===== config.mk =====
export PLATFORM = sky130hd
export DESIGN_NAME = tmc_timer
export DESIGN_NICKNAME = d
export VERILOG_FILES = /design/src/pkg/tmc_pkg.sv /design/src/rtl/tmc_timer.sv
export SDC_FILE = /design/constraint.sdc
export NUM_CORES = 1
export LEC_CHECK = 0
export BUFFER_PORTS_ARGS = -buffer_cell sky130_fd_sc_hd__buf_2
export CORE_MARGIN = 4
export CORE_UTILIZATION = 35
export DETAILED_ROUTE_END_ITERATION = 8
export PLACE_DENSITY = 0.55
export SYNTH_ARGS = -nofsm -noshare
export SYNTH_HDL_FRONTEND = slang
export SYNTH_SLANG_ARGS = --single-unit

===== constraint.sdc =====
create_clock -name pclk -period 5.51 [get_ports pclk]
set_clock_uncertainty 0.2 [all_clocks]
set_input_delay 0.551 -clock pclk [delete_from_list [all_inputs] [get_ports pclk]]
set_output_delay 0.551 -clock pclk [all_outputs]
set_load 0.05 [all_outputs]

===== src/pkg/tmc_pkg.sv =====
// package: register map, field positions, modes and carriers for the timer counter/compare block
package tmc_pkg;

    // ****************
    // register offsets
    // ****************
    localparam logic [7:0] OFF_COUNTER_VALUE = 8'h00;
    localparam logic [7:0] OFF_COMPARE_VALUE_A = 8'h04;
    localparam logic [7:0] OFF_COMPARE_VALUE_B = 8'h08;
    localparam logic [7:0] OFF_TIMER_CONTROL_A = 8'h0C;
    localparam logic [7:0] OFF_TIMER_CONTROL_B = 8'h10;
    localparam logic [7:0] OFF_TIMER_FLAG = 8'h14;
    localparam logic [7:0] OFF_TIMER_MASK = 8'h18;
    localparam logic [7:0] OFF_ASYNC_STATUS = 8'h1C;
    localparam logic [7:0] OFF_POWER_REDUCTION = 8'h20;

    // ****************
    // field positions
    // ****************
    localparam int CTLA_WGM0 = 0;
    localparam int CTLA_WGM1 = 1;
    localparam int CTLA_COMB_LO = 4;
    localparam int CTLA_COMA_LO = 6;
    localparam int CTLB_CS_LO = 0;
    localparam int CTLB_WGM2 = 3;
    localparam int CTLB_FOCB = 6;
    localparam int CTLB_FOCA = 7;
    localparam int FLG_OVF = 0;
    localparam int FLG_CMPA = 1;
    localparam int FLG_CMPB = 2;
    localparam int ASY_SEL = 5;
    localparam int PWR_TIM = 6;

    // ****************
    // values
    // ****************
    localparam logic [7:0] CNT_BOTTOM = 8'h00;
    localparam logic [7:0] CNT_MAX = 8'hFF;
    localparam logic [7:0] CNT_ONE = 8'h01;
    localparam logic [7:0] RST_BYTE = 8'h00;
    localparam logic [2:0] CS_NONE = 3'h0;
    localparam logic [2:0] FLG_MASK = 3'h7;
    localparam logic [31:0] PRDATA_ZERO = 32'h0000_0000;

    // waveform_mode_field encodings
    localparam logic [2:0] WGM_NORMAL = 3'h0;
    localparam logic [2:0] WGM_PC_MAX = 3'h1;
    localparam logic [2:0] WGM_CTC = 3'h2;
    localparam logic [2:0] WGM_FAST_MAX = 3'h3;
    localparam logic [2:0] WGM_PC_CMP = 3'h5;
    localparam logic [2:0] WGM_FAST_CMP = 3'h7;

    // output_mode_field encodings
    localparam logic [1:0] COM_OFF = 2'h0;
    localparam logic [1:0] COM_TOGGLE = 2'h1;
    localparam logic [1:0] COM_CLEAR = 2'h2;
    localparam logic [1:0] COM_SET = 2'h3;

    typedef enum logic [1:0] {
        TMC_DIR_UP,
        TMC_DIR_DOWN
    } tmc_dir_e;

    typedef struct packed {
        logic [7:0] paddr;
        logic psel;
        logic penable;
        logic pwrite;
        logic [31:0] pwdata;
    } tmc_apb_req_s;

    typedef struct packed {
        logic [31:0] prdata;
        logic pready;
        logic pslverr;
    } tmc_apb_rsp_s;

endpackage : tmc_pkg


===== src/rtl/tmc_timer.sv =====
// timer counter with two compare channels, waveform outputs and an apb register file
//
// The register addresses and register access over APB were chosen for this implementation.
module tmc_timer
    import tmc_pkg::*;
(
    input wire logic pclk,
    input wire logic presetn,
    input wire tmc_apb_req_s apb_req,
    output tmc_apb_rsp_s apb_rsp,
    input wire logic crystal_pin_in,
    input wire logic io_clock_tick,
    input wire logic [2:0] irq_ack,
    output logic [2:0] irq_req,
    output logic wave_output_a,
    output logic wave_output_b
);

    // ****************
    // functions
    // ****************
    function automatic logic is_pwm(input logic [2:0] m);
        is_pwm = (m == WGM_PC_MAX) || (m == WGM_FAST_MAX) || (m == WGM_PC_CMP) || (m == WGM_FAST_CMP);
    endfunction

    function automatic logic is_fast(input logic [2:0] m);
        is_fast = (m == WGM_FAST_MAX) || (m == WGM_FAST_CMP);
    endfunction

    function automatic logic match_action(input logic [1:0] com, input logic cur);
        case (com)
            COM_TOGGLE: match_action = ~cur;
            COM_CLEAR: match_action = 1'b0;
            COM_SET: match_action = 1'b1;
            default: match_action = cur;
        endcase
    endfunction

    // ****************
    // registers and decode
    // ****************
    logic [7:0] counter_value_q;
    logic [7:0] compare_value_a_q;
    logic [7:0] compare_value_b_q;
    logic [7:0] buffer_a_q;
    logic [7:0] buffer_b_q;
    logic [7:0] timer_control_a_q;
    logic [7:0] timer_control_b_q;
    logic [2:0] timer_flag_register_q;
    logic [2:0] timer_interrupt_mask_register_q;
    logic async_clock_select_q;
    logic timer_power_reduction_bit_q;
    logic block_match_q;
    logic match_a_q;
    logic match_b_q;
    logic ovf_q;
    logic xtal_s1_q;
    logic xtal_s2_q;
    logic xtal_s3_q;
    tmc_dir_e dir_q;
    logic wave_a_q;
    logic wave_b_q;

    logic wr;
    logic rd;
    logic [2:0] waveform_mode_field;
    logic [2:0] clock_select_field;
    logic [1:0] output_mode_a;
    logic [1:0] output_mode_b;
    logic pwm;
    logic [7:0] top_value;
    logic timer_clock;
    logic at_top;
    logic at_bottom;
    logic cnt_write;
    logic eq_a;
    logic eq_b;
    logic [2:0] flag_set;
    logic [2:0] flag_clr;

    assign wr = apb_req.psel && apb_req.penable && apb_req.pwrite;
    assign rd = apb_req.psel && !apb_req.pwrite;
    assign waveform_mode_field = {timer_control_b_q[CTLB_WGM2], timer_control_a_q[CTLA_WGM1],
                                  timer_control_a_q[CTLA_WGM0]};
    assign clock_select_field = timer_control_b_q[CTLB_CS_LO +: 3];
    assign output_mode_a = timer_control_a_q[CTLA_COMA_LO +: 2];
    assign output_mode_b = timer_control_a_q[CTLA_COMB_LO +: 2];
    assign pwm = is_pwm(waveform_mode_field);
    assign cnt_write = wr && (apb_req.paddr == OFF_COUNTER_VALUE);

    // top is compare a in ctc and compare-topped pwm, otherwise max
    assign top_value = ((waveform_mode_field == WGM_CTC) || (waveform_mode_field == WGM_PC_CMP)
                        || (waveform_mode_field == WGM_FAST_CMP)) ? compare_value_a_q : CNT_MAX;
    assign at_top = (counter_value_q == top_value);
    assign at_bottom = (counter_value_q == CNT_BOTTOM);

    // ****************
    // timer clock source
    // ****************
    always_ff @(posedge pclk or negedge presetn) begin
        if (!presetn) begin
            xtal_s1_q <= 1'b0;
            xtal_s2_q <= 1'b0;
            xtal_s3_q <= 1'b0;
        end else begin
            xtal_s1_q <= crystal_pin_in;
            xtal_s2_q <= xtal_s1_q;
            xtal_s3_q <= xtal_s2_q;
        end
    end

    // stopped when powered down or no source selected
    assign timer_clock = !timer_power_reduction_bit_q && (clock_select_field != CS_NONE)
                         && (async_clock_select_q ? (xtal_s2_q && !xtal_s3_q) : io_clock_tick);

    // ****************
    // counter
    // ****************
    always_ff @(posedge pclk or negedge presetn) begin
        if (!presetn) begin
            counter_value_q <= RST_BYTE;
            dir_q <= TMC_DIR_UP;
        end else if (cnt_write) begin
            counter_value_q <= apb_req.pwdata[7:0];
        end else if (timer_clock) begin
            case (waveform_mode_field)
                WGM_NORMAL: counter_value_q <= counter_value_q + CNT_ONE;
                WGM_CTC, WGM_FAST_MAX, WGM_FAST_CMP: begin
                    counter_value_q <= at_top ? CNT_BOTTOM : counter_value_q + CNT_ONE;
                end
                WGM_PC_MAX, WGM_PC_CMP: begin
                    if (dir_q == TMC_DIR_UP && at_top) begin
                        dir_q <= TMC_DIR_DOWN;
                        counter_value_q <= counter_value_q - CNT_ONE;
                    end else if (dir_q == TMC_DIR_DOWN && at_bottom) begin
                        dir_q <= TMC_DIR_UP;
                        counter_value_q <= counter_value_q + CNT_ONE;
                    end else if (dir_q == TMC_DIR_DOWN) begin
                        counter_value_q <= counter_value_q - CNT_ONE;
                    end else begin
                        counter_value_q <= counter_value_q + CNT_ONE;
                    end
                end
                default: counter_value_q <= counter_value_q + CNT_ONE;
            endcase
        end
    end

    // ****************
    // compare registers and buffers
    // ****************
    always_ff @(posedge pclk or negedge presetn) begin
        if (!presetn) begin
            buffer_a_q <= RST_BYTE;
            buffer_b_q <= RST_BYTE;
        end else begin
            if (wr && apb_req.paddr == OFF_COMPARE_VALUE_A) begin
                buffer_a_q <= apb_req.pwdata[7:0];
            end
            if (wr && apb_req.paddr == OFF_COMPARE_VALUE_B) begin
                buffer_b_q <= apb_req.pwdata[7:0];
            end
        end
    end

    always_ff @(posedge pclk or negedge presetn) begin
        if (!presetn) begin
            compare_value_a_q <= RST_BYTE;
            compare_value_b_q <= RST_BYTE;
        end else if (!pwm) begin
            if (wr && apb_req.paddr == OFF_COMPARE_VALUE_A) begin
                compare_value_a_q <= apb_req.pwdata[7:0];
            end
            if (wr && apb_req.paddr == OFF_COMPARE_VALUE_B) begin
                compare_value_b_q <= apb_req.pwdata[7:0];
            end
        end else if (timer_clock && (is_fast(waveform_mode_field) ? at_bottom : at_top)) begin
            compare_value_a_q <= buffer_a_q;
            compare_value_b_q <= buffer_b_q;
        end
    end

    // ****************
    // compare match and blocking
    // ****************
    assign eq_a = (counter_value_q == compare_value_a_q);
    assign eq_b = (counter_value_q == compare_value_b_q);

    always_ff @(posedge pclk or negedge presetn) begin
        if (!presetn) begin
            block_match_q <= 1'b0;
        end else if (cnt_write) begin
            block_match_q <= 1'b1;
        end else if (timer_clock) begin
            block_match_q <= 1'b0;
        end
    end

    // match registered for the timer clock after equality
    always_ff @(posedge pclk or negedge presetn) begin
        if (!presetn) begin
            match_a_q <= 1'b0;
            match_b_q <= 1'b0;
            ovf_q <= 1'b0;
        end else begin
            match_a_q <= timer_clock && eq_a && !block_match_q && !cnt_write;
            match_b_q <= timer_clock && eq_b && !block_match_q && !cnt_write;
            ovf_q <= timer_clock && !cnt_write && (pwm && !is_fast(waveform_mode_field) ? at_bottom
                     : counter_value_q == CNT_MAX);
        end
    end

    // ****************
    // flags and requests
    // ****************
    assign flag_set = {match_b_q, match_a_q, ovf_q};
    assign flag_clr = irq_ack | ((wr && apb_req.paddr == OFF_TIMER_FLAG) ? apb_req.pwdata[2:0] : 3'h0);

    always_ff @(posedge pclk or negedge presetn) begin
        if (!presetn) begin
            timer_flag_register_q <= 3'h0;
        end else begin
            timer_flag_register_q <= flag_set | (timer_flag_register_q & ~flag_clr);
        end
    end

    assign irq_req = timer_flag_register_q & timer_interrupt_mask_register_q;

    // ****************
    // waveform generator
    // ****************
    always_ff @(posedge pclk or negedge presetn) begin
        if (!presetn) begin
            wave_a_q <= 1'b0;
            wave_b_q <= 1'b0;
        end else if (!pwm) begin
            if ((wr && apb_req.paddr == OFF_TIMER_CONTROL_B && apb_req.pwdata[CTLB_FOCA]) || match_a_q) begin
                wave_a_q <= match_action(output_mode_a, wave_a_q);
            end
            if ((wr && apb_req.paddr == OFF_TIMER_CONTROL_B && apb_req.pwdata[CTLB_FOCB]) || match_b_q) begin
                wave_b_q <= match_action(output_mode_b, wave_b_q);
            end
        end else begin
            // pwm: clear (set if inverted) on match, opposite at bottom in fast pwm only
            if (output_mode_a[1] && match_a_q) begin
                wave_a_q <= output_mode_a[0];
            end else if (output_mode_a[1] && timer_clock && at_bottom && is_fast(waveform_mode_field)) begin
                wave_a_q <= ~output_mode_a[0];
            end
            if (output_mode_b[1] && match_b_q) begin
                wave_b_q <= output_mode_b[0];
            end else if (output_mode_b[1] && timer_clock && at_bottom && is_fast(waveform_mode_field)) begin
                wave_b_q <= ~output_mode_b[0];
            end
        end
    end

    assign wave_output_a = wave_a_q;
    assign wave_output_b = wave_b_q;

    // ****************
    // apb register file
    // ****************
    always_ff @(posedge pclk or negedge presetn) begin
        if (!presetn) begin
            timer_control_a_q <= RST_BYTE;
            timer_control_b_q <= RST_BYTE;
            timer_interrupt_mask_register_q <= 3'h0;
            async_clock_select_q <= 1'b0;
            timer_power_reduction_bit_q <= 1'b0;
        end else if (wr) begin
            if (apb_req.paddr == OFF_TIMER_CONTROL_A) begin
                timer_control_a_q <= apb_req.pwdata[7:0];
            end else if (apb_req.paddr == OFF_TIMER_CONTROL_B) begin
                // force bits are strobes and never stored
                timer_control_b_q <= {2'b00, apb_req.pwdata[5:0]};
            end else if (apb_req.paddr == OFF_TIMER_MASK) begin
                timer_interrupt_mask_register_q <= apb_req.pwdata[2:0] & FLG_MASK;
            end else if (apb_req.paddr == OFF_ASYNC_STATUS) begin
                async_clock_select_q <= apb_req.pwdata[ASY_SEL];
            end else if (apb_req.paddr == OFF_POWER_REDUCTION) begin
                timer_power_reduction_bit_q <= apb_req.pwdata[PWR_TIM];
            end
        end
    end

    logic [31:0] prdata_q;
    logic err_d;

    always_comb begin
        err_d = 1'b0;
        if (apb_req.paddr == OFF_COUNTER_VALUE || apb_req.paddr == OFF_COMPARE_VALUE_A
            || apb_req.paddr == OFF_COMPARE_VALUE_B || apb_req.paddr == OFF_TIMER_CONTROL_A
            || apb_req.paddr == OFF_TIMER_CONTROL_B || apb_req.paddr == OFF_TIMER_FLAG
            || apb_req.paddr == OFF_TIMER_MASK || apb_req.paddr == OFF_ASYNC_STATUS
            || apb_req.paddr == OFF_POWER_REDUCTION) begin
            err_d = 1'b0;
        end else begin
            err_d = 1'b1;
        end
    end

    // read data captured in setup, returned in access phase
    always_ff @(posedge pclk or negedge presetn) begin
        if (!presetn) begin
            prdata_q <= PRDATA_ZERO;
        end else if (rd && !apb_req.penable) begin
            if (apb_req.paddr == OFF_COUNTER_VALUE) begin
                prdata_q <= {24'h0, counter_value_q};
            end else if (apb_req.paddr == OFF_COMPARE_VALUE_A) begin
                prdata_q <= {24'h0, pwm ? buffer_a_q : compare_value_a_q};
            end else if (apb_req.paddr == OFF_COMPARE_VALUE_B) begin
                prdata_q <= {24'h0, pwm ? buffer_b_q : compare_value_b_q};
            end else if (apb_req.paddr == OFF_TIMER_CONTROL_A) begin
                prdata_q <= {24'h0, timer_control_a_q};
            end else if (apb_req.paddr == OFF_TIMER_CONTROL_B) begin
                prdata_q <= {24'h0, timer_control_b_q};
            end else if (apb_req.paddr == OFF_TIMER_FLAG) begin
                prdata_q <= {29'h0, timer_flag_register_q};
            end else if (apb_req.paddr == OFF_TIMER_MASK) begin
                prdata_q <= {29'h0, timer_interrupt_mask_register_q};
            end else if (apb_req.paddr == OFF_ASYNC_STATUS) begin
                prdata_q <= {26'h0, async_clock_select_q, 5'h0};
            end else if (apb_req.paddr == OFF_POWER_REDUCTION) begin
                prdata_q <= {25'h0, timer_power_reduction_bit_q, 6'h0};
            end else begin
                prdata_q <= PRDATA_ZERO;
            end
        end
    end

    assign apb_rsp.prdata = prdata_q;
    assign apb_rsp.pready = 1'b1;
    assign apb_rsp.pslverr = apb_req.psel && apb_req.penable && err_d;

    // ****************
    // assertions
    // ****************
    a_write_wins: assert property (@(posedge pclk) disable iff (!presetn)
        cnt_write |=> counter_value_q == $past(apb_req.pwdata[7:0]))
        else $error("counter write lost");

    a_stopped_holds: assert property (@(posedge pclk) disable iff (!presetn)
        (clock_select_field == CS_NONE && !cnt_write) |=> $stable(counter_value_q))
        else $error("counter moved without clock");

    a_power_holds: assert property (@(posedge pclk) disable iff (!presetn)
        (timer_power_reduction_bit_q && !cnt_write) |=> $stable(counter_value_q))
        else $error("counter moved while powered down");

    a_match_flag: assert property (@(posedge pclk) disable iff (!presetn)
        (timer_clock && eq_a && !block_match_q && !cnt_write) |=> ##1 timer_flag_register_q[FLG_CMPA])
        else $error("compare a flag not set");

    a_block_after: assert property (@(posedge pclk) disable iff (!presetn)
        (cnt_write || (block_match_q && timer_clock)) |=> !match_a_q && !match_b_q)
        else $error("match not blocked after write");

    a_irq_gate: assert property (@(posedge pclk) disable iff (!presetn)
        (match_a_q && timer_interrupt_mask_register_q[FLG_CMPA] && !wr) |=> irq_req[FLG_CMPA])
        else $error("compare request not raised");

    a_set_wins: assert property (@(posedge pclk) disable iff (!presetn)
        ovf_q |=> timer_flag_register_q[FLG_OVF])
        else $error("overflow lost to clear");

    a_normal_wrap: assert property (@(posedge pclk) disable iff (!presetn)
        (waveform_mode_field == WGM_NORMAL && timer_clock && !cnt_write && counter_value_q == CNT_MAX)
        |=> counter_value_q == CNT_BOTTOM ##1 timer_flag_register_q[FLG_OVF])
        else $error("normal wrap or overflow wrong");

    a_no_force_flag: assert property (@(posedge pclk) disable iff (!presetn)
        (!match_a_q && !match_b_q && !ovf_q) |=> (timer_flag_register_q & ~$past(timer_flag_register_q)) == 3'h0)
        else $error("flag set without event");

    a_off_holds: assert property (@(posedge pclk) disable iff (!presetn)
        (!pwm && output_mode_a == COM_OFF) |=> $stable(wave_a_q))
        else $error("output changed with mode off");

endmodule // tmc_timer


* After elaboration in Yosys (flattened, before gate mapping) *
Cells that the tools add are included.
W data, S select, Z words.

storage, ports and cells
  register bits after elaboration = 105
  input port bits = 50
  output and inout port bits = 39

cells by class
  $add $sub $neg = 2
  equal/unequal tests = 27
  mux-type cells = 44
  bitwise gates (word level) = 14
  reductions and logical operators = 82

operator list
  operator               number
  $mux W8                19
  $logic_and A1 B1 Y1    35
  $mux W7                5
  $eq A8 B5 Y1 const B   4
  $eq A8 B8 Y1           3
  $eq A8 B4 Y1 const B   2
  $logic_not A8 Y1       2
  $logic_or A1 B1 Y1     16
  $pmux W8 S2            1
  $mux W1                14
  $reduce_bool A2 Y1     6
  $not A1 Y1             9
  $reduce_and A3 Y1      3
  $add A8 B1 Y8 const B  1
  $eq A2 B2 Y1 const B   4
  $eq A8 B3 Y1 const B   1
  $eq A8 B6 Y1 const B   1
  $eq A8 B8 Y1 const B   1
  $reduce_and A4 Y1      2
  $reduce_bool A4 Y1     2
  $sub A8 B1 Y8 const B  1
  $logic_not A1 Y1       7
  $and A3 B3 Y3          2
  $eq A2 B1 Y1 const B   3
  other kinds (17)       25

* Depth between registers and ports, before layout *
Gate-level depths: netlist (run 1).

  depth in word-level cells = 11
  gate-level depth with buffers = 9

* Worst setup path after synthesis (run 1) *
Ideal clock, no wire load.

  path type = input port to output port
  from = input port apb_req[42] (netlist name)
  to = output port apb_rsp[0] (netlist name)
  data arrival time = 2,135 ps
  required time = 4,759 ps
  slack = 2,624 ps
  stages = 6
  buffers on the path = 1
  cells stage by stage = or4_1 -> nor4_2 -> and2_1 -> clkbuf_1 -> nor4_1 -> and3_1

RTL lines
  element          RTL line         source
  start, declared  tmc_timer.sv:9   input wire tmc_apb_req_s apb_req,
  end, declared    tmc_timer.sv:10  output tmc_apb_rsp_s apb_rsp,

* Final worst setup path (run 1) *
  from = register counter_value_q[2]
  to = register compare_value_b_q[0]

between the ends
  cells in the longest elaborated chain, start to end = 5
  elaborated cells between the ends (all ways) = 6
  those cells by class = eq/ne: 2; mux: 1; reduce/logical: 3

ends and longest elaborated chain
  element                                           RTL line                          source
  start, declared                                   tmc_timer.sv:42                   logic [7:0] counter_value_q;
  start signal, assigned                            tmc_timer.sv:124                  counter_value_q <= apb_req.pwdata[7:0];
  start signal, assigned                            tmc_timer.sv:127                  WGM_NORMAL: counter_value_q <= counter_value_q + CNT_ONE;
  start signal, assigned                            tmc_timer.sv:129                  counter_value_q <= at_top ? CNT_BOTTOM : counter_value_q + CNT_ONE;
  $eq A8 B8 Y1 or $logic_not A8 Y1 (tied branches)  tmc_timer.sv:94, tmc_timer.sv:95
  $mux W1 *                                         tmc_timer.sv:177                  end else if (timer_clock && (is_fast(waveform_mode_field) ? at_bottom : at_top)) begin
  $logic_and A1 B1 Y1 *                             tmc_timer.sv:177
  $ne A2 B1 Y1 (no source line) *                   --
  $reduce_and A2 Y1 (no source line) *              --
  end signal, assigned                              tmc_timer.sv:175                  compare_value_b_q <= apb_req.pwdata[7:0];
  end signal, assigned                              tmc_timer.sv:179                  compare_value_b_q <= buffer_b_q;
  end, declared                                     tmc_timer.sv:44                   logic [7:0] compare_value_b_q;

Every way passes the cells marked *; elsewhere a longest branch is shown, timed or not.
A chain may end at the register's enable or synchronous reset.

==> flow_summary_export.csv, run 1 <==
group,metric,value,unit
logic_synthesis,synth_top_family_by_area,"simple AND/OR/NAND/NOR gates",
drt,postRouteAntennaNets,0,
logic_synthesis,synth-xor-area-share,3.09,%
worst_setup_path,rr_endpoint,"compare_value_b_q[0]$_DFFE_PN0P_",
worst_setup_path,crit_chain,"inv_1 -> a2111oi_2 -> and3_1 -> a31oi_1 -> o32a_1 -> mux2_4",
logic_synthesis,async_reset_ff_share,100,%
global_route,grt_pass1_vias,4257,
worst_setup_path,critical_path.top_delay_family,"compound AO/OA/AOI/OAI gates",
power_and_ir_drop,power_density,286,nW/um^2
logic_synthesis,synthSimpleGateAreaFrac,20.1,%
finish,layout-drive-gt1-share,20.5,%
cts,clkSinkCount,80,
worst_setup_path,cp_num_cells,6,
timing,drv_slew,0,
worst_setup_path,r2r_slack,2.14,ns
floorplan,die_y,129,um
logic_synthesis,syn_area,5110,sq um
timing,tightestPinTransition,1.04,ns
floorplan,design.core.area,14100,sq um
logic_synthesis,syn-instance-count,551,
power_and_ir_drop,p_total,1.60,mW
worst_setup_path,worst_r2r_startpoint,"counter_value_q[2]$_DFFE_PN0P_",
power_and_ir_drop,p_int,1.05,mW
logic_synthesis,yosysWarnings,0,
drt,viasPerCell,5.57,
logic_synthesis,synth.area.mux_share,13.6,%
timing,final.period_utilization,61.2,%
floorplan,start_util,36.3,%
worst_setup_path,critPathCaptureType,"flip-flop",
cts,htree_levels,3,
logic_synthesis,ys_seq_elements,80,
timing,timing.fmax,296,MHz
cts,clock_path_buffers,2,
timing,period_needed,3.37,ns
drt,dr.pass1.iters,5,
cts,clkSlewWorstSetupHoldPaths,0.06,ns
worst_setup_path,r2r_cells,6,
logic_synthesis,syn_avg_cell_area,9.27,sq um
drt,num_vias,4233,
timing,setup-violations-final,0,
cts,postCtsSetupRepairBufs,0,
drt,drc,0,
power_and_ir_drop,clock_power_share,34.2,%
worst_setup_path,setup.worst_path.start,"counter_value_q[2]$_DFFE_PN0P_",
worst_hold_path,hold_class,"in -> reg",
timing,setup_tns,0,ns
global_route,grt_start_max_net_pins,81,
placed_design,place_hpwl,10800,um
global_route,globalRouteOverflowTotal,0,
timing,rsz0062_at_grt,"no",
cts,cts_buffers,9,
power_and_ir_drop,seqPwrFrac,43.7,%
drt,drtIter0Drc,442,
logic_synthesis,synthFlopType,"dfrtp_1",
global_route,grt_pass1_wl,23900,um
logic_synthesis,synth-edff-count,0,
power_and_ir_drop,comb_power_share,22.2,%
floorplan,ioPinCount,89,
finish,syn2layout_area_growth,9.38,%
worst_setup_path,cpMaxStageDelayCell,"dfrtp_1",
floorplan,dieArea,16600,sq um
power_and_ir_drop,ir_worst_vdd,0.000121,V
drt,avgRoutedWirePerCell,19.4,um
finish,layout_common_cells,"dfrtp_1, nand2_1, o21ai_0",
finish,antennaDiodeCount,0,
worst_setup_path,worstPathArrival,3.40,ns
worst_setup_path,critPathBufInv,1,
cts,cts_resized,0,
logic_synthesis,synth_fa_ha_area_share,0.979,%
cts,postCtsHoldBufs,0,
cts,clk_latency,0.34,ns
placed_design,port_buffers,39,
cts,cts_tree,"built",
worst_setup_path,cp_data_required_time,5.53,ns
logic_synthesis,yosysUniqueCellTypes,60,
placed_design,place_congestion,0.934,
timing,relSlewSlack,30.6,%
logic_synthesis,yosysSeqAreaShare,39.2,%
finish,layout_commonest_cell,"dfrtp_1",
timing,hold_viol,0,
finish,num-nets-final,629,
power_and_ir_drop,leakagePower,2.54,nW
global_route,grt.total_usage,18.7,%
worst_setup_path,worstPathMaxFanout,15,
cts,cts-root-buf,"clkbuf_16",
worst_setup_path,crit_end,"compare_value_b_q[0]$_DFFE_PN0P_",
worst_setup_path,worstSetupStartpointType,"flip-flop",
drt,routed_wl,14800,um
outcome,status,"completed",
run,drv_cap,0,
power_and_ir_drop,swShare,34.6,%
worst_setup_path,worst-setup-path-type,"reg -> reg",
floorplan,num_rows,43,
global_route,antenna_found_initial,0,
floorplan,fp.dieW,129,um
logic_synthesis,synth_compound_area_share,15.0,%
timing,holdWs,0.109,ns
power_and_ir_drop,p_switching,553,uW
worst_setup_path,max_stage_delay,0.67,ns
[worst reg2reg max path, stage by stage, from the launching register on]
cell and delay [ns]:
dfrtp_1 0.67, inv_1 0.26, a2111oi_2 0.62, and3_1 0.47
a31oi_1 0.22, o32a_1 0.42, mux2_4 0.38
[state kept, by name, indices dropped and copies added (netlist names), 3 cells and up]
name	flops
buffer_b_q	8
prdata_q	8
timer_flag_register_q	3
timer_control_a_q	8
timer_control_b_q	6
compare_value_a_q	8
timer_interrupt_mask_register_q	3
compare_value_b_q	8
buffer_a_q	8
counter_value_q	8
[layer usage]
metal	global-route usage [%]	share of wire, %	up-vias
met1	25.9	46	2050
li1	-	-	1986
met4	7.66	3.0	0
met5	0	0	-
met3	3.36	5.7	33
met2	28.8	45	164
[cell type report]
class | instances | area (sq um)
multi-input combinational | 420 | 2790
tap | 180 | 225
clock inverter | 5 | 31.3
sequential | 80 | 2000
timing repair buffer | 43 | 228
clock buffer | 11 | 233
fill | 1431 | 8510
inverter | 21 | 78.8
[synthesized netlist by cell type, drive strengths merged, types with 12 or more instances]
cell type	n	share of area, %
dfrtp	80	39
nand2	79	5.8
mux2	49	12
buf	39	5.3
o21ai	39	3.8
nor2	25	1.8
inv	20	1.5
nand3	19	1.9
a31oi	15	1.8
a21oi	14	1.4
clkbuf	14	1.0
nor2b	14	1.7
xnor2	12	2.1
[power groups by stage]
stage          Clock [mW]  Sequential (mW)  Combinational [mW]
6_report            0.547            0.699               0.355
5_1_grt             0.589            0.706               0.395
4_1_cts             0.558            0.696               0.357
3_5_place_dp            0            0.708               0.355
3_3_place_gp            0            0.706               0.349
2_1_floorplan           0            0.643               0.329
[kinds of logic after synthesis]
logic type | count (synthesis)
buffers and inverters | 74
multiplexers | 56
adder cells (fa/ha/maj) | 4
AND/OR/NAND/NOR | 204
XOR/XNOR | 18
AO/OA/AOI/OAI | 113
flip-flops | 80
other | 2
[how the worst min path moves through the flow]
| stage | startpoint | end | slack (ns) | cells past startpoint |
|---|---|---|---|---|
| after global routing | crystal_pin_in | xtal_s1_q$_DFF_PN0_ | 0.11 | 1 |
| after global placement | xtal_s1_q$_DFF_PN0_ | xtal_s2_q$_DFF_PN0_ | 0.13 | 0 |
| after CTS | crystal_pin_in | xtal_s1_q$_DFF_PN0_ | 0.11 | 1 |
| final | crystal_pin_in | xtal_s1_q$_DFF_PN0_ | 0.11 | 1 |
| after floorplan | presetn | async_clock_select_q$_DFFE_PN0P_ | 0.06 | 0 |
| after detailed placement | xtal_s1_q$_DFF_PN0_ | xtal_s2_q$_DFF_PN0_ | 0.14 | 0 |
[per-stage QoR]
step / cells / area (sq um) / util, % / worst slack [ns]
3_3_place_gp: 744 / 5330 / 37.8 / 2.22
2_1_floorplan: 574 / 5200 / - / 2.62
6_report: 760 / 5590 / 39.7 / 2.14
5_1_grt: 760 / 5590 / 39.7 / 1.94
3_5_place_dp: 744 / 5330 / 37.8 / 2.20
4_1_cts: 760 / 5590 / 39.7 / 2.16
(Power assumes the default switching activity.)
==> run 2, diff against run 1 <==
--- a/config.mk
+++ b/config.mk
@@ -9,7 +9,7 @@
 export CORE_MARGIN = 4
 export CORE_UTILIZATION = 35
 export DETAILED_ROUTE_END_ITERATION = 8
-export PLACE_DENSITY = 0.55
+export PLACE_DENSITY = 0.57
 export SYNTH_ARGS = -nofsm -noshare
 export SYNTH_HDL_FRONTEND = slang
 export SYNTH_SLANG_ARGS = --single-unit
==> constraint.sdc (replaced) <==
create_clock -name pclk -period 3.1 [get_ports pclk]
set_clock_uncertainty 0.2 [all_clocks]
set_input_delay 0.31 -clock pclk [delete_from_list [all_inputs] [get_ports pclk]]
set_output_delay 0.31 -clock pclk [all_outputs]
set_load 0.05 [all_outputs]
==> run 2 against run 1 <==
  * Die area unchanged
  * Utilization grew 1.6 points
  * Critical path depth unchanged
  * Largest cell class unchanged
  * Register-to-register slack got worse by 1.9 ns
  * Maximum frequency is 17% higher
==> flow_summary_export.csv, run 2 (synthesis gave the netlist of run 1 again) <==
group,metric,value,unit
outcome,status,"completed",
worst_setup_path,worst_r2r_startpoint,"counter_value_q[0]$_DFFE_PN0P_",
worst_setup_path,max_stage_delay,0.60,ns
global_route,grt_pass1_wl,24600,um
floorplan,ioPinCount,89,
drt,viasPerCell,5.51,
floorplan,die_y,129,um
drt,routed_wl,15100,um
cts,cts-root-buf,"clkbuf_16",
cts,cts_resized,0,
finish,layout_commonest_cell,"dfrtp_1",
finish,finalInstanceArea,5810,sq um
drt,drtIter0Drc,370,
drt,num_vias,4329,
placed_design,place_congestion,0.923,
timing,tightestPinTransition,1.03,ns
cts,clkSlewWorstSetupHoldPaths,0.06,ns
floorplan,design.core.area,14100,sq um
worst_setup_path,rr_endpoint,"compare_value_a_q[1]$_DFFE_PN0P_",
global_route,antenna_found_initial,0,
timing,setup-violations-final,0,
worst_setup_path,critPathCaptureType,"flip-flop",
finish,layout-drive-gt1-share,23.9,%
drt,drc,0,
global_route,grt.total_usage,19.2,%
worst_setup_path,r2r_slack,0.21,ns
finish,syn2layout_area_growth,13.7,%
cts,clk_latency,0.35,ns
finish,layout_common_cells,"dfrtp_1, nand2_1, o21ai_0",
cts,htree_levels,3,
run,drv_cap,0,
drt,avgRoutedWirePerCell,19.3,um
drt,postRouteAntennaNets,0,
worst_setup_path,worst-setup-path-type,"reg -> reg",
floorplan,dieArea,16600,sq um
worst_setup_path,crit_chain,"and4_1 -> a221o_1 -> and3_1 -> a31oi_1 -> o32a_1 -> mux2_4",
timing,setup_tns,0,ns
global_route,grt_pass1_vias,4496,
timing,timing.fmax,346,MHz
finish,n_fill_cell,1420,
timing,rsz0062_at_grt,"no",
worst_setup_path,cpMaxStageDelayCell,"o32a_1",
global_route,grt_start_max_net_pins,81,
floorplan,fp.dieW,129,um
timing,final.period_utilization,93.1,%
floorplan,num_rows,43,
finish,antennaDiodeCount,0,
worst_setup_path,cp_data_required_time,3.13,ns
placed_design,port_buffers,39,
drt,dr.pass1.iters,5,
worst_setup_path,setup.worst_path.start,"counter_value_q[0]$_DFFE_PN0P_",
power_and_ir_drop,ir_worst_vdd,0.000300,V
worst_setup_path,r2r_cells,6,
finish,final_util,41.2,%
worst_setup_path,worstPathMaxFanout,8,
placed_design,place_hpwl,11400,um
timing,period_needed,2.89,ns
cts,cts_buffers,9,
cts,cts_tree,"built",
power_and_ir_drop,power_density,513,nW/um^2
worst_setup_path,crit_end,"compare_value_a_q[1]$_DFFE_PN0P_",
floorplan,start_util,36.3,%
timing,relSlewSlack,31.0,%
cts,clock_path_buffers,2,
worst_setup_path,worstSetupStartpointType,"flip-flop",
worst_setup_path,critical_path.top_delay_family,"compound AO/OA/AOI/OAI gates",
worst_setup_path,worstPathArrival,2.92,ns
worst_hold_path,hold_class,"in -> reg",
power_and_ir_drop,leakagePower,2.67,nW
finish,num-nets-final,655,
worst_setup_path,critPathBufInv,0,
cts,clkSinkCount,80,
worst_hold_path,hold_start,"irq_ack[2]",
timing,drv_slew,0,
worst_setup_path,cp_num_cells,6,
timing,hold_viol,0,
global_route,globalRouteOverflowTotal,0,
placed_design,placed_area,5510,sq um
[run 2: through the flow]
stage / power (mW) / instances / hold WS [ns] / setup WS (ns)
final: 2.98 / 786 / 0.0671 / 0.213
after global routing: 3.15 / 786 / 0.0829 / 0.146
after CTS: 3.00 / 786 / 0.0587 / 0.236
after detailed placement: 1.96 / 768 / 0.154 / 0.249
after global placement: 1.95 / 768 / 0.135 / 0.271
after floorplan: 1.73 / 574 / -0.186 / 0.550
[run 2: cell type report]
class                           count  area [sq um]  share of cell area, %
Timing Repair Buffer               69           428                   7.37
Clock inverter                      5          31.3                  0.538
Clock buffer                       11           253                   4.35
Tap cell                          180           225                   3.88
Sequential cell                    80          2000                   34.5
Multi-Input combinational cell    420          2790                   48.1
Inverter                           21          78.8                   1.36
[run 2: worst reg2reg max path: stages, from the launching register on]
cell	delay, ns
dfrtp_1	0.50
and4_1	0.28
a221o_1	0.36
and3_1	0.21
a31oi_1	0.28
o32a_1	0.60
mux2_4	0.35
[run 2: worst min path at each step]
stage,slack [ns],cells after the start,end
CTS,0.06,3,timer_flag_register_q[2]$_DFF_PN0_
floorplan,-0.19,0,async_clock_select_q$_DFFE_PN0P_
detailed placement,0.15,0,xtal_s2_q$_DFF_PN0_
finish,0.07,3,timer_flag_register_q[2]$_DFF_PN0_
global placement,0.13,0,xtal_s2_q$_DFF_PN0_
global route,0.08,3,timer_flag_register_q[0]$_DFF_PN0_
[run 2: routing by layer]
metal  track usage, %  vias up  share of wire [%]
met5                0        -                  0
met4             8.46        0                2.9
met2             31.1      135                 47
met1             25.3     2132                 45
met3             3.32       27                4.9
li1                 -     2035                  -
[run 2: what timing repair did]
action / CTS / global route
setup endpoints to repair: 0 / 0
endpoints found under the hold margin: 81 / 0
hold buffers: 2 / 0
buffers inserted: 0 / 0
[run 2: power breakdown]
group	switching (mW)	internal, mW	leakage, nW	total (mW)
registers	0.0911	1.09	1.06	1.18
logic	0.479	0.297	1.47	0.776
clock network	0.442	0.583	0.141	1.03
total	1.01	1.97	2.67	2.98
==> run 3, diff against run 2 <==
--- a/config.mk
+++ b/config.mk
@@ -5,6 +5,7 @@
 export SDC_FILE = /design/constraint.sdc
 export NUM_CORES = 1
 export LEC_CHECK = 0
+export ABC_AREA = 1
 export BUFFER_PORTS_ARGS = -buffer_cell sky130_fd_sc_hd__buf_2
 export CORE_MARGIN = 4
 export CORE_UTILIZATION = 35
==> run 3 against run 2 <==
  * The run now ends with hold timing left
  * Critical path depth is 4 higher
  * Global-route usage is 1.6 points lower
  * Non-clock buffer count is 23 lower
  * Synthesized cell count is 30% higher
  * Via count is 6.3% higher
  * Utilization is 1.9 points lower
  * Routed wire length is 4.4% lower
  * First-iteration DRC count is 11% higher
  * Final area is 1.7% lower
  * Total power is 19% lower
  * Sequential share of layout area is 0.60 points higher
  * Final cell count is 19% higher
  * Critical path type is now in -> out
  * Largest cell class unchanged
  * Largest power group unchanged
==> flow_summary_export.csv, run 3 <==
group,metric,value,unit
cts,htree_levels,3,
finish,final_util,39.3,%
global_route,grt_util_met1,25.5,%
drt,routed_wl,14500,um
logic_synthesis,synth_top_area_share,38.7,%
floorplan,design.core.area,14500,sq um
power_and_ir_drop,leakagePower,2.89,nW
global_route,grt_pass1_wl,22900,um
global_route,met3_usage,2.23,%
floorplan,num_rows,44,
cts,clk_latency,0.34,ns
timing,drv_slew,0,
power_and_ir_drop,clock_power_share,41.5,%
timing,tightestPinTransition,1.02,ns
placed_design,place_congestion,0.836,
finish,num-nets-final,803,
logic_synthesis,yosysTopAreaCell,"dfrtp_1",
finish,syn2layout_area_growth,10.3,%
drt,postRouteAntennaNets,0,
power_and_ir_drop,swShare,29.0,%
power_and_ir_drop,seqPwrFrac,45.8,%
logic_synthesis,yosysWarnings,0,
finish,finalInstanceArea,5710,sq um
worst_hold_path,hold_class,"in -> async",
floorplan,dieArea,16800,sq um
power_and_ir_drop,p_switching,696,uW
logic_synthesis,synth_area_leaders,"dfrtp_1, nand2_1, o21ai_0, inv_1, buf_4",
power_and_ir_drop,comb_power_share,12.7,%
worst_setup_path,worstSetupStartpointType,"primary input",
logic_synthesis,yosysMostFrequentCell,"nand2_1",
timing,final.period_utilization,78.8,%
placed_design,port_buffers,39,
floorplan,start_util,35.6,%
global_route,grt.total_usage,17.6,%
global_route,grt.busiest_layer,"met2",
worst_setup_path,worstPathMaxFanout,7,
logic_synthesis,syn_avg_cell_area,7.24,sq um
power_and_ir_drop,p_int,1.70,mW
drt,dr.pass1.iters,5,
global_route,antenna_found_initial,0,
logic_synthesis,yosysSeqAreaShare,38.7,%
finish,antennaDiodeCount,0,
timing,timing.fmax,409,MHz
logic_synthesis,synth-edff-count,0,
cts,clkSlewWorstSetupHoldPaths,0.06,ns
logic_synthesis,syn_area,5180,sq um
global_route,grt_pass1_vias,4213,
power_and_ir_drop,power_density,420,nW/um^2
cts,clock_path_buffers,2,
worst_setup_path,cp_data_required_time,2.59,ns
drt,avgRoutedWirePerCell,15.4,um
worst_setup_path,worst_r2r_startpoint,"counter_value_q[2]$_DFFE_PN0P_",
worst_setup_path,worst-setup-path-type,"in -> out",
timing,rsz0062_at_grt,"no",
logic_synthesis,syn-instance-count,715,
drt,num_vias,4600,
cts,cts_buffers,9,
timing,relSlewSlack,32.0,%
logic_synthesis,async_reset_ff_share,100,%
worst_setup_path,worstPathArrival,1.93,ns
floorplan,fp.dieW,130,um
timing,period_needed,2.44,ns
logic_synthesis,synth_commonest_cells,"nand2_1, dfrtp_1, o21ai_0, inv_1, nand3_1",
power_and_ir_drop,ir_worst_vdd,0.000249,V
finish,layout_commonest_cell,"nand2_1",
floorplan,die_y,130,um
logic_synthesis,yosysUniqueCellTypes,44,
global_route,globalRouteOverflowTotal,0,
placed_design,placed_area,5420,sq um
worst_setup_path,rr_endpoint,"counter_value_q[7]$_DFFE_PN0P_",
global_route,grt_start_max_net_pins,81,
outcome,violations,"hold timing",
worst_setup_path,r2r_cells,11,
cts,cts-root-buf,"clkbuf_16",
worst_setup_path,r2r_slack,0.72,ns
logic_synthesis,ys_seq_elements,80,
finish,layout_common_cells,"nand2_1, dfrtp_1, o21ai_0",
drt,drc,0,
placed_design,place_hpwl,10700,um
timing,setup-violations-final,0,
cts,cts_resized,0,
timing,setup_tns,0,ns
cts,cts_tree,"built",
worst_setup_path,setup.worst_path.start,"apb_req[35]",
finish,layout-drive-gt1-share,14.9,%
drt,viasPerCell,4.91,
timing,hold_viol,80,
worst_setup_path,critPathCaptureType,"output pin",
global_route,use_met2,27.5,%
cts,clkSinkCount,80,
outcome,status,"finished, violations left",
drt,drtIter0Drc,412,
timing,holdWs,-0.0453,ns
floorplan,ioPinCount,89,
logic_synthesis,synthFlopType,"dfrtp_1",
run,drv_cap,0,
worst_setup_path,crit_end,"apb_rsp[0]",
-- run 3: changes by cell type after synthesis, moves of 12 or more --
| cell | delta |
|---|---|
| a31oi_1 | -12 |
| inv_1 | +47 |
| mux2_4 | -16 |
| nand3_1 | +19 |
| mux2_2 | -33 |
| nor2b_1 | -14 |
| nand2_1 | +130 |
| inv_2 | +25 |
| o21ai_0 | +36 |
| o21ai_1 | +20 |
-- run 3: worst min-delay path by stage --
stage	startpoint	end	cells past startpoint
2_1_floorplan	presetn	async_clock_select_q$_DFFE_PN0P_	0
3_3_place_gp	xtal_s1_q$_DFF_PN0_	xtal_s2_q$_DFF_PN0_	0
3_5_place_dp	xtal_s1_q$_DFF_PN0_	xtal_s2_q$_DFF_PN0_	0
4_1_cts	presetn	timer_control_b_q[0]$_DFFE_PN0P_	1
5_1_grt	irq_ack[2]	timer_flag_register_q[2]$_DFF_PN0_	4
6_report	presetn	timer_control_a_q[4]$_DFFE_PN0P_	1
-- run 3: worst max-delay path: stages --
cell and delay (ns):
buf_2 0.07, inv_1 0.03, nand2_1 0.09, inv_1 0.05
nand3_1 0.16, nor2_1 0.16, nor3_1 0.22, o2111ai_1 0.12
nor4_1 0.36, buf_2 0.35
-- run 3: area by class of cell --
cell class,instances,area [sq um]
Inverter,95,362
Multi-Input combinational cell,517,2590
Timing Repair Buffer,46,255
Tap cell,184,230
Clock buffer,11,243
Clock inverter,4,31.3
Fill cell,1526,8820
Sequential cell,80,2000
-- run 3: kinds of logic (layout without fill, tap and decap cells) --
logic type / after synthesis / in the layout / synth area share, %
AO/OA/AOI/OAI: 147 / 147 / 16.2
XOR/XNOR: 17 / 17 / 2.88
adder cells (fa/ha/maj): 4 / 4 / 0.967
buffers and inverters: 141 / 156 / 13.0
flip-flops: 80 / 80 / 38.7
other: 2 / 25 / 0.145
AND/OR/NAND/NOR: 324 / 324 / 28.1
-- run 3: stage by stage --
stage / power, mW / hold WS [ns] / std cells / setup slack (ns)
floorplan: 1.35 / -0.186 / 738 / 0.143
global placement: 1.42 / 0.132 / 920 / 0.692
detailed placement: 1.42 / 0.135 / 920 / 0.677
CTS: 2.42 / 0.000766 / 937 / 0.661
global route: 2.50 / 0.0322 / 937 / 0.531
finish: 2.40 / -0.0453 / 937 / 0.657
-- run 3: timing repair --
item / 4_1_cts / 5_1_grt
endpoints found under the setup margin: 0 / 0
hold buffers: 2 / 0
buffers inserted: 0 / 0
hold endpoints to repair: 2 / 0
-- run 3: power by group through the flow --
stage | Clock (mW) | Combinational [mW] | Sequential (mW)
after global routing | 1.06 | 0.337 | 1.10
final | 0.995 | 0.306 | 1.10
after detailed placement | 0 | 0.305 | 1.12
after global placement | 0 | 0.304 | 1.12
after CTS | 1.01 | 0.308 | 1.10
after floorplan | 0 | 0.209 | 1.14
-- run 3: metal layers --
| layer | part of all wire [%] | vias up |
|---|---|---|
| li1 | - | 2338 |
| met5 | 0 | - |
| met4 | 1.8 | 0 |
| met2 | 45 | 118 |
| met1 | 47 | 2126 |
| met3 | 5.4 | 18 |
